===== src/sllo_pkg.sv =====
package sllo_pkg;

  // ----------------------------------------------------------------------
  // register offsets (byte addresses on the register port)
  // ----------------------------------------------------------------------
  localparam logic [7:0] OFS_LINK_RATE  = 8'h9C;
  localparam logic [7:0] OFS_LANE_COUNT = 8'hA0;
  localparam logic [7:0] OFS_PATTERN    = 8'hA4;
  localparam logic [7:0] OFS_LANE0      = 8'hA8;
  localparam logic [7:0] OFS_LANE1      = 8'hAC;
  localparam logic [7:0] OFS_ENABLE     = 8'hB8;

  // ----------------------------------------------------------------------
  // dpcd addresses written by the source over aux
  // ----------------------------------------------------------------------
  localparam logic [19:0] DPCD_LINK_RATE  = 20'h00100;
  localparam logic [19:0] DPCD_LANE_COUNT = 20'h00101;
  localparam logic [19:0] DPCD_PATTERN    = 20'h00102;
  localparam logic [19:0] DPCD_LANE0      = 20'h00103;
  localparam logic [19:0] DPCD_LANE1      = 20'h00104;

  // ----------------------------------------------------------------------
  // field layout and codes
  // ----------------------------------------------------------------------
  localparam logic [4:0]  RATE_1G62       = 5'h06;
  localparam logic [4:0]  RATE_2G7        = 5'h0A;
  localparam logic [4:0]  RATE_5G4        = 5'h14;
  localparam logic [4:0]  RATE_MASK_V12   = 5'h1F;
  localparam logic [4:0]  RATE_MASK_V11   = 5'h0F;
  localparam logic [7:0]  LANES_MASK_V12  = 8'hDF;
  localparam logic [7:0]  LANES_MASK_V11  = 8'h9F;
  localparam logic [15:0] PATTERN_MASK_V12 = 16'hFFF3;
  localparam logic [15:0] PATTERN_MASK_V11 = 16'hFFFF;
  localparam logic [7:0]  DRIVE_MASK      = 8'h3F;
  localparam int          ENABLE_BIT      = 0;
  localparam logic [31:0] ENABLE_VALUE    = 32'h0000_0001;

  // ----------------------------------------------------------------------
  // carriers
  // ----------------------------------------------------------------------
  typedef struct packed {
    logic        wr_en;
    logic        rd_en;
    logic [7:0]  addr;
    logic [31:0] wdata;
  } sllo_reg_req_t;

  typedef struct packed {
    logic        wr_en;
    logic [19:0] addr;
    logic [7:0]  wdata;
  } sllo_aux_wr_t;

  typedef struct packed {
    logic [7:0] link_rate_setting;
    logic [7:0] lane_count;
    logic [7:0] training_pattern_setting;
    logic [7:0] training_poll_interval;
    logic [7:0] lane0_drive_setting;
    logic [7:0] lane1_drive_setting;
  } sllo_dpcd_t;

endpackage


===== src/sllo_field_sel.sv =====
`timescale 1ns/10ps
module sllo_field_sel
  import sllo_pkg::*;
#(
  parameter int WIDTH = 8
) (
  input  wire logic             clk,
  input  wire logic             rst_n,
  input  wire logic             enable,
  input  wire logic [WIDTH-1:0] override_value,
  input  wire logic [WIDTH-1:0] source_value,
  output logic      [WIDTH-1:0] field
);

  typedef struct packed {
    logic [WIDTH-1:0] field;
  } sllo_sel_state_t;

  sllo_sel_state_t st;
  sllo_sel_state_t next_st;

  // override only while enabled; the stored override stays untouched otherwise
  always_comb begin
    next_st       = st;
    next_st.field = enable ? override_value : source_value;
  end

  always_ff @(posedge clk or negedge rst_n) begin
    if (!rst_n) begin
      st <= '0;
    end else begin
      st <= next_st;
    end
  end

  assign field = st.field;

endmodule


===== src/sllo_top.sv =====
`timescale 1ns/10ps
module sllo_top
  import sllo_pkg::*;
#(
  parameter bit         V12_MODE          = 1'b1,
  parameter logic [7:0] POLL_INTERVAL_DEF = 8'h00
) (
  input  wire logic          clk,
  input  wire logic          rstn,
  input  wire sllo_reg_req_t reg_req,
  output logic      [31:0]   reg_rdata,
  output logic               reg_rvalid,
  input  wire sllo_aux_wr_t  aux_wr,
  output sllo_dpcd_t         dpcd,
  output logic               rate_code_legal
);

  // ----------------------------------------------------------------------
  // reset release
  // ----------------------------------------------------------------------
  // asserts at once; release waits two edges so no flop leaves reset on a late edge
  logic [1:0] rst_pipe;
  logic       rst_sync_n;

  always_ff @(posedge clk or negedge rstn) begin
    if (!rstn) begin
      rst_pipe <= 2'b00;
    end else begin
      rst_pipe <= {rst_pipe[0], 1'b1};
    end
  end

  assign rst_sync_n = rst_pipe[1];

  // ----------------------------------------------------------------------
  // state
  // ----------------------------------------------------------------------
  typedef struct packed {
    logic        enable;
    logic [4:0]  ovr_rate;
    logic [7:0]  ovr_lanes;
    logic [15:0] ovr_pattern;
    logic [7:0]  ovr_lane0;
    logic [7:0]  ovr_lane1;
    logic [7:0]  src_rate;
    logic [7:0]  src_lanes;
    logic [7:0]  src_pattern;
    logic [7:0]  src_lane0;
    logic [7:0]  src_lane1;
    logic [31:0] rdata;
    logic        rvalid;
    logic        rate_legal;
  } sllo_state_t;

  sllo_state_t st;
  sllo_state_t next_st;

  function automatic logic [4:0] rate_mask(input bit v12);
    rate_mask = v12 ? RATE_MASK_V12 : RATE_MASK_V11;
  endfunction

  function automatic logic [7:0] lanes_mask(input bit v12);
    lanes_mask = v12 ? LANES_MASK_V12 : LANES_MASK_V11;
  endfunction

  function automatic logic [15:0] pattern_mask(input bit v12);
    pattern_mask = v12 ? PATTERN_MASK_V12 : PATTERN_MASK_V11;
  endfunction

  function automatic logic is_legal_rate(input logic [7:0] code);
    is_legal_rate = (code == {3'h0, RATE_1G62}) || (code == {3'h0, RATE_2G7})
                    || (code == {3'h0, RATE_5G4});
  endfunction

  logic reg_wr_rate;
  assign reg_wr_rate = reg_req.wr_en && (reg_req.addr == OFS_LINK_RATE);

  always_comb begin
    next_st        = st;
    next_st.rvalid = 1'b0;
    // ------------------------------------------------------------------
    // host writes: contents are kept whether or not overriding is enabled
    // ------------------------------------------------------------------
    // the enable needs exactly one; any other word clears it, so stray bits never half-enable
    if (reg_req.wr_en) begin
      unique case (reg_req.addr)
        OFS_LINK_RATE:  next_st.ovr_rate    = reg_req.wdata[4:0] & rate_mask(V12_MODE);
        OFS_LANE_COUNT: next_st.ovr_lanes   = reg_req.wdata[7:0] & lanes_mask(V12_MODE);
        OFS_PATTERN:    next_st.ovr_pattern = reg_req.wdata[15:0] & pattern_mask(V12_MODE);
        OFS_LANE0:      next_st.ovr_lane0   = reg_req.wdata[7:0] & DRIVE_MASK;
        OFS_LANE1:      next_st.ovr_lane1   = reg_req.wdata[7:0] & DRIVE_MASK;
        OFS_ENABLE:     next_st.enable      = (reg_req.wdata == ENABLE_VALUE);
        default: ;
      endcase
    end
    // ------------------------------------------------------------------
    // source writes over aux always land in the shadow copy
    // ------------------------------------------------------------------
    if (aux_wr.wr_en) begin
      unique case (aux_wr.addr)
        DPCD_LINK_RATE:  next_st.src_rate    = aux_wr.wdata;
        DPCD_LANE_COUNT: next_st.src_lanes   = aux_wr.wdata;
        DPCD_PATTERN:    next_st.src_pattern = aux_wr.wdata;
        DPCD_LANE0:      next_st.src_lane0   = aux_wr.wdata;
        DPCD_LANE1:      next_st.src_lane1   = aux_wr.wdata;
        default: ;
      endcase
    end
    // ------------------------------------------------------------------
    // reads: one cycle latency, unmapped offsets read zero
    // ------------------------------------------------------------------
    if (reg_req.rd_en) begin
      next_st.rvalid = 1'b1;
      unique case (reg_req.addr)
        OFS_LINK_RATE:  next_st.rdata = {27'h0, st.ovr_rate};
        OFS_LANE_COUNT: next_st.rdata = {24'h0, st.ovr_lanes};
        OFS_PATTERN:    next_st.rdata = {16'h0, st.ovr_pattern};
        OFS_LANE0:      next_st.rdata = {24'h0, st.ovr_lane0};
        OFS_LANE1:      next_st.rdata = {24'h0, st.ovr_lane1};
        OFS_ENABLE:     next_st.rdata = {31'h0, st.enable};
        default:        next_st.rdata = 32'h0000_0000;
      endcase
    end
    // rate check covers the whole presented byte, so a bad source code shows too
    next_st.rate_legal = is_legal_rate(st.enable ? {3'h0, st.ovr_rate} : st.src_rate);
  end

  always_ff @(posedge clk or negedge rst_sync_n) begin
    if (!rst_sync_n) begin
      st <= '0;
    end else begin
      st <= next_st;
    end
  end

  assign reg_rdata       = st.rdata;
  assign reg_rvalid      = st.rvalid;
  assign rate_code_legal = st.rate_legal;

  // ----------------------------------------------------------------------
  // dpcd field selection
  // ----------------------------------------------------------------------
  sllo_field_sel #(.WIDTH(48)) u_sel (
    .clk            (clk),
    .rst_n          (rst_sync_n),
    .enable         (st.enable),
    .override_value ({3'h0, st.ovr_rate, st.ovr_lanes, st.ovr_pattern[7:0], st.ovr_pattern[15:8],
                      st.ovr_lane0, st.ovr_lane1}),
    .source_value   ({st.src_rate, st.src_lanes, st.src_pattern, POLL_INTERVAL_DEF,
                      st.src_lane0, st.src_lane1}),
    .field          (dpcd)
  );
endmodule


===== config.mk =====
export PLATFORM = sky130hd
export DESIGN_NAME = sllo_top
export DESIGN_NICKNAME = d
export VERILOG_FILES = /design/src/sllo_pkg.sv /design/src/sllo_field_sel.sv /design/src/sllo_top.sv
export SDC_FILE = /design/constraint.sdc
export NUM_CORES = 1
export LEC_CHECK = 0
export BUFFER_PORTS_ARGS = -buffer_cell sky130_fd_sc_hd__buf_2
export CORE_MARGIN = 3
export CORE_UTILIZATION = 57
export DETAILED_ROUTE_END_ITERATION = 8
export PLACE_DENSITY = 0.95
export SLEW_MARGIN = 40
export SYNTH_ARGS = -nofsm -noshare
export SYNTH_HDL_FRONTEND = slang
export SYNTH_SLANG_ARGS = --single-unit

===== constraint.sdc =====
create_clock -name clk -period 9.2 [get_ports clk]
set_clock_uncertainty 0.2 [all_clocks]
set_input_delay 0.46 -clock clk [delete_from_list [all_inputs] [get_ports clk]]
set_output_delay 0.46 -clock clk [all_outputs]
set_load 0.1 [all_outputs]

======== After elaboration in Yosys (flattened, before gate mapping) ========
Index checks and enable logic that the tools add are counted.
word-level totals
  flip-flop bits (word level) ............. 147
  input bits .............................. 73
  output and inout bits ................... 82
operators by class
  eq/ne operators ......................... 15
  multiplexer cells ....................... 4
  reductions and logical operators ........ 13
operator list
  kind                                                               count
  20-bit by 9-bit == test with 1-bit output (second input constant)  5
  16-bit case mux with 6 select lines                                1
  8-bit == test (second input constant)                              6
  48-bit two-way mux                                                 1
  32-bit by 1-bit == test with 1-bit output (second input constant)  1
  2-bit AND reduction                                                11
  8-bit by 3-bit == test with 1-bit output (second input constant)   1
  8-bit by 4-bit == test with 1-bit output (second input constant)   1
  8-bit by 5-bit == test with 1-bit output (second input constant)   1
  8-bit two-way mux                                                  1
  1-bit logical OR                                                   2
  1-bit two-way mux                                                  1

======== Longest topological paths before layout ========
  depth in word-level cells ............... 4
  depth in mapped cells ................... 7

======== Hierarchy ========
From an unflattened synthesis, not the netlist that was laid out.
unflattened totals
  cell total of the unflattened synthesis .. 425
  area, all modules ....................... 6358.6 sq um
by module, submodules not included
  module          times used  cells an instance  area each (sq um)  seq. area each (sq um)
  sllo_top        1           324                4498.1             2477.4
  sllo_field_sel  1           101                1860.5             1201.2

======== Worst setup path after synthesis ========
No wires, ideal clock.
  path type ............................... input -> register
  from .................................... in aux_wr[11] (netlist name)
  to ...................................... reg st[34] (netlist name)
  setup time .............................. 0.125 ns
  data arrival time ....................... 1.934 ns
  slack ................................... 6.941 ns
  stages .................................. 4
  buffers on the path ..................... 0
  cells stage by stage .................... nor4_1 nand3_2 nor4_4 mux2_2
between the ends
  longest elaborated chain between the ends .. 2
ends and longest elaborated chain
  what                                       RTL line         source
  start, declared                            sllo_top.sv:13   input wire sllo_aux_wr_t aux_wr,
  20-bit by 9-bit == test with 1-bit output  sllo_top.sv:100  unique case (aux_wr.addr)
  2-bit AND reduction (no line)              --
  end signal, assigned                       sllo_top.sv:132  st <= next_st;
  end, declared                              sllo_top.sv:55   sllo_state_t st;
No other way between the ends.
A chain may end at the register's enable or synchronous reset.

======== Final worst setup path ========
  from .................................... in reg_req[37] (netlist name)
  to ...................................... reg st[94] (netlist name)
between the ends
  longest elaborated chain between the ends .. 2
ends and longest elaborated chain
  what                           RTL line        source
  start, declared                sllo_top.sv:10  input wire sllo_reg_req_t reg_req,
  8-bit == test                  sllo_top.sv:86  unique case (reg_req.addr)
  2-bit AND reduction (no line)  --
No other way between the ends.

==> impl_metrics.ini <==
[synthesis]
synthesis.area_um2 = 6202
ys_types = 41
avgSynthCellArea_um2 = 13.78
yosysSeqAreaShare = 0.5931
synth_warnings = 0
ys_ff_latch = 147
synth_cells = 450

[timing]
finalCritPeriodShare = 0.2621
final-hold-violation-count = 0
fmaxAchievable_ghz = 0.4148
slew_violations = 0
slew_headroom = 0.5065
rsz0062_at_grt = no
worstMarginPinSlew_ns = 0.7347
tns_ns = 0
finalSetupViolations = 0
fin_crit_ns = 2.411

[grt]
grt_pass1_vias = 4357
grt_pass1_wl_mm = 22.19
globalRouteTotalUtil = 0.2451
grt_max_degree = 78
antenna_found_initial = 0
gr-total-overflow = 0

[layout]
layout_common_cells = 145 x dfrtp_1, 138 x buf_2, 108 x mux2_2
mostFrequentLayoutCell = dfrtp_1
syn2layout_area_growth_pct = 22.21
stdcell_count = 734
fin_util = 0.7245
fill_cells = 653
drive_above_1_share = 0.4950
antenna_cells = 0
seqCellArea_um2 = 3684
nets = 658
multi_input_area_um2 = 2201

[critical_path]
crit_arrival_ns = 2.62
cp-start-kind = input port
crit_path_end_kind = register
cp.required_ns = 9.41
worst-path-max-fanout = 14
crit_type = in -> reg

[clocking]
cts_buffers = 17
htree_levels = 4
post_cts_buffers = 0
cts.reportedPaths.clkPinSlew_ns = 0.06
root_buffer = clkbuf_8
clk_latency_ns = 0.52
clockBufferDepth = 2
cts_sinks = 147
cts_tree = done

[route]
wl_per_cell_um = 19.50
drc = 0
drtPass1Iterations = 4
vias = 4074
viasPerCell = 5.550
routed_wl_mm = 14.31
drt_iter0_drc = 201
drtAntennaViolNets = 0

[die]
start_util = 0.5928
dieArea_um2 = 12170
coreArea_um2 = 10460
dieWidth_um = 110.3
die_h_um = 110.3
io_pins = 155
rows = 37

[pwr]
vdd_ir_drop_max_mv = 0.1020
leakagePower_nw = 3.948
powerDensity_nw_per_um2 = 196.6

[status]
status = completed

[place]
port_buffers = 138
placedCellCount = 693
hpwl_mm = 9.731
gp_congestion = 0.8965

[min_path]
hold_class = reg -> async

[flow_run]
cap_violations = 0
## synth_stat cells, drive strengths merged
cell,n,share of area
a21oi,1,0.00081
a22oi,2,0.0024
a31oi,2,0.0020
a32oi,4,0.0056
and2,8,0.0081
and3,1,0.0010
and4b,1,0.0016
buf,37,0.043
clkbuf,11,0.0067
conb,2,0.0012
dfrtp,147,0.59
inv,21,0.013
mux2,108,0.20
mux2i,5,0.0081
mux4,2,0.0073
nand2,15,0.0095
nand2b,3,0.0030
nand3,5,0.0048
nand3b,4,0.0048
nand4,2,0.0020
nand4bb,1,0.0018
nor2,4,0.0024
nor2b,11,0.011
nor3,4,0.0040
nor3b,3,0.0054
nor4,16,0.029
nor4b,3,0.0042
o21ai,3,0.0024
o22ai,16,0.016
o32ai,2,0.0028
or2,2,0.0020
or3,2,0.0020
xnor2,2,0.0028
## layout make-up
class	instances	share of cell area
sequential	147	0.4860
clock buffer	24	0.06471
tap	136	0.02245
multi-input combinational	249	0.2904
inverter	21	0.01040
timing repair buffer	149	0.1068
clock inverter	8	0.01931
## where the power goes
part	switching, mW	internal, mW
Combinational	0.0679	0.0264
Sequential	0.00892	0.656
Clock	0.254	0.477
## logic make-up after synthesis
logic type | after synthesis | synth area share
flops | 147 | 0.5931
mux | 115 | 0.2114
simple gates | 85 | 0.09724
buf+inv | 69 | 0.06193
compound gates | 30 | 0.03228
xor+xnor | 2 | 0.002825
other cells | 2 | 0.001211
## repair_timing
action / 4_1_cts / 5_1_grt
gates resized for setup: 0 / 0
hold buffers: 8 / 0
endpoints found under the setup margin: 0 / 0
endpoints found under the hold margin: 9 / 0
## flip-flops by register name, summed over array words and instances, names as in the netlist
name,count
u_sel.field,48
rate_code_legal,1
rst_pipe,2
reg_rdata,16
reg_rvalid,1
st,79
## critical path: stages
cell and delay, ns:
buf_2 0.17, nand4bb_1 0.39, nor4_2 0.48, and3_1 0.70, mux2_2 0.42
## per-layer routing
metal,share of wire,routed length [um],global-route usage
met1,0.38,5487,0.2908
met2,0.52,7490,0.4324
met3,0.074,1056,0.06581
met4,0.019,276,0.08179
met5,0,0,0
## per-stage QoR
step	total power, mW	worst slack [ns]	instance area [um^2]	hold slack, ns
5_1_grt	1.533	6.633	7580	0.001784
4_1_cts	1.494	6.822	7555	0.001283
3_5_place_dp	0.7660	6.317	6838	0.04769
2_1_floorplan	0.7391	4.601	6259	-0.03559
6_report	1.490	6.789	7580	0.01627
3_3_place_gp	0.7620	6.358	6834	0.04466
## path summary, 6_finish.rpt
kind,end,slack [ns],startpoint,depth (start not counted)
worst min register to register,st[62]$_DFFE_PN0P_,0.02,rst_pipe[1]$_DFF_PN0_,0
max in group asynchronous,st[119]$_DFFE_PN0P_,7.78,rst_pipe[1]$_DFF_PN0_,1
worst min-delay path,st[62]$_DFFE_PN0P_,0.02,rst_pipe[1]$_DFF_PN0_,0
worst max-delay path,st[94]$_DFFE_PN0P_,6.79,reg_req[37],5
min in group clk,st[101]$_DFFE_PN0P_,0.02,reg_req[11],2
worst max register to register,rate_code_legal$_DFF_PN0_,7.35,st[119]$_DFFE_PN0P_,4
No activity file was read; power rests on OpenSTA's default activity.
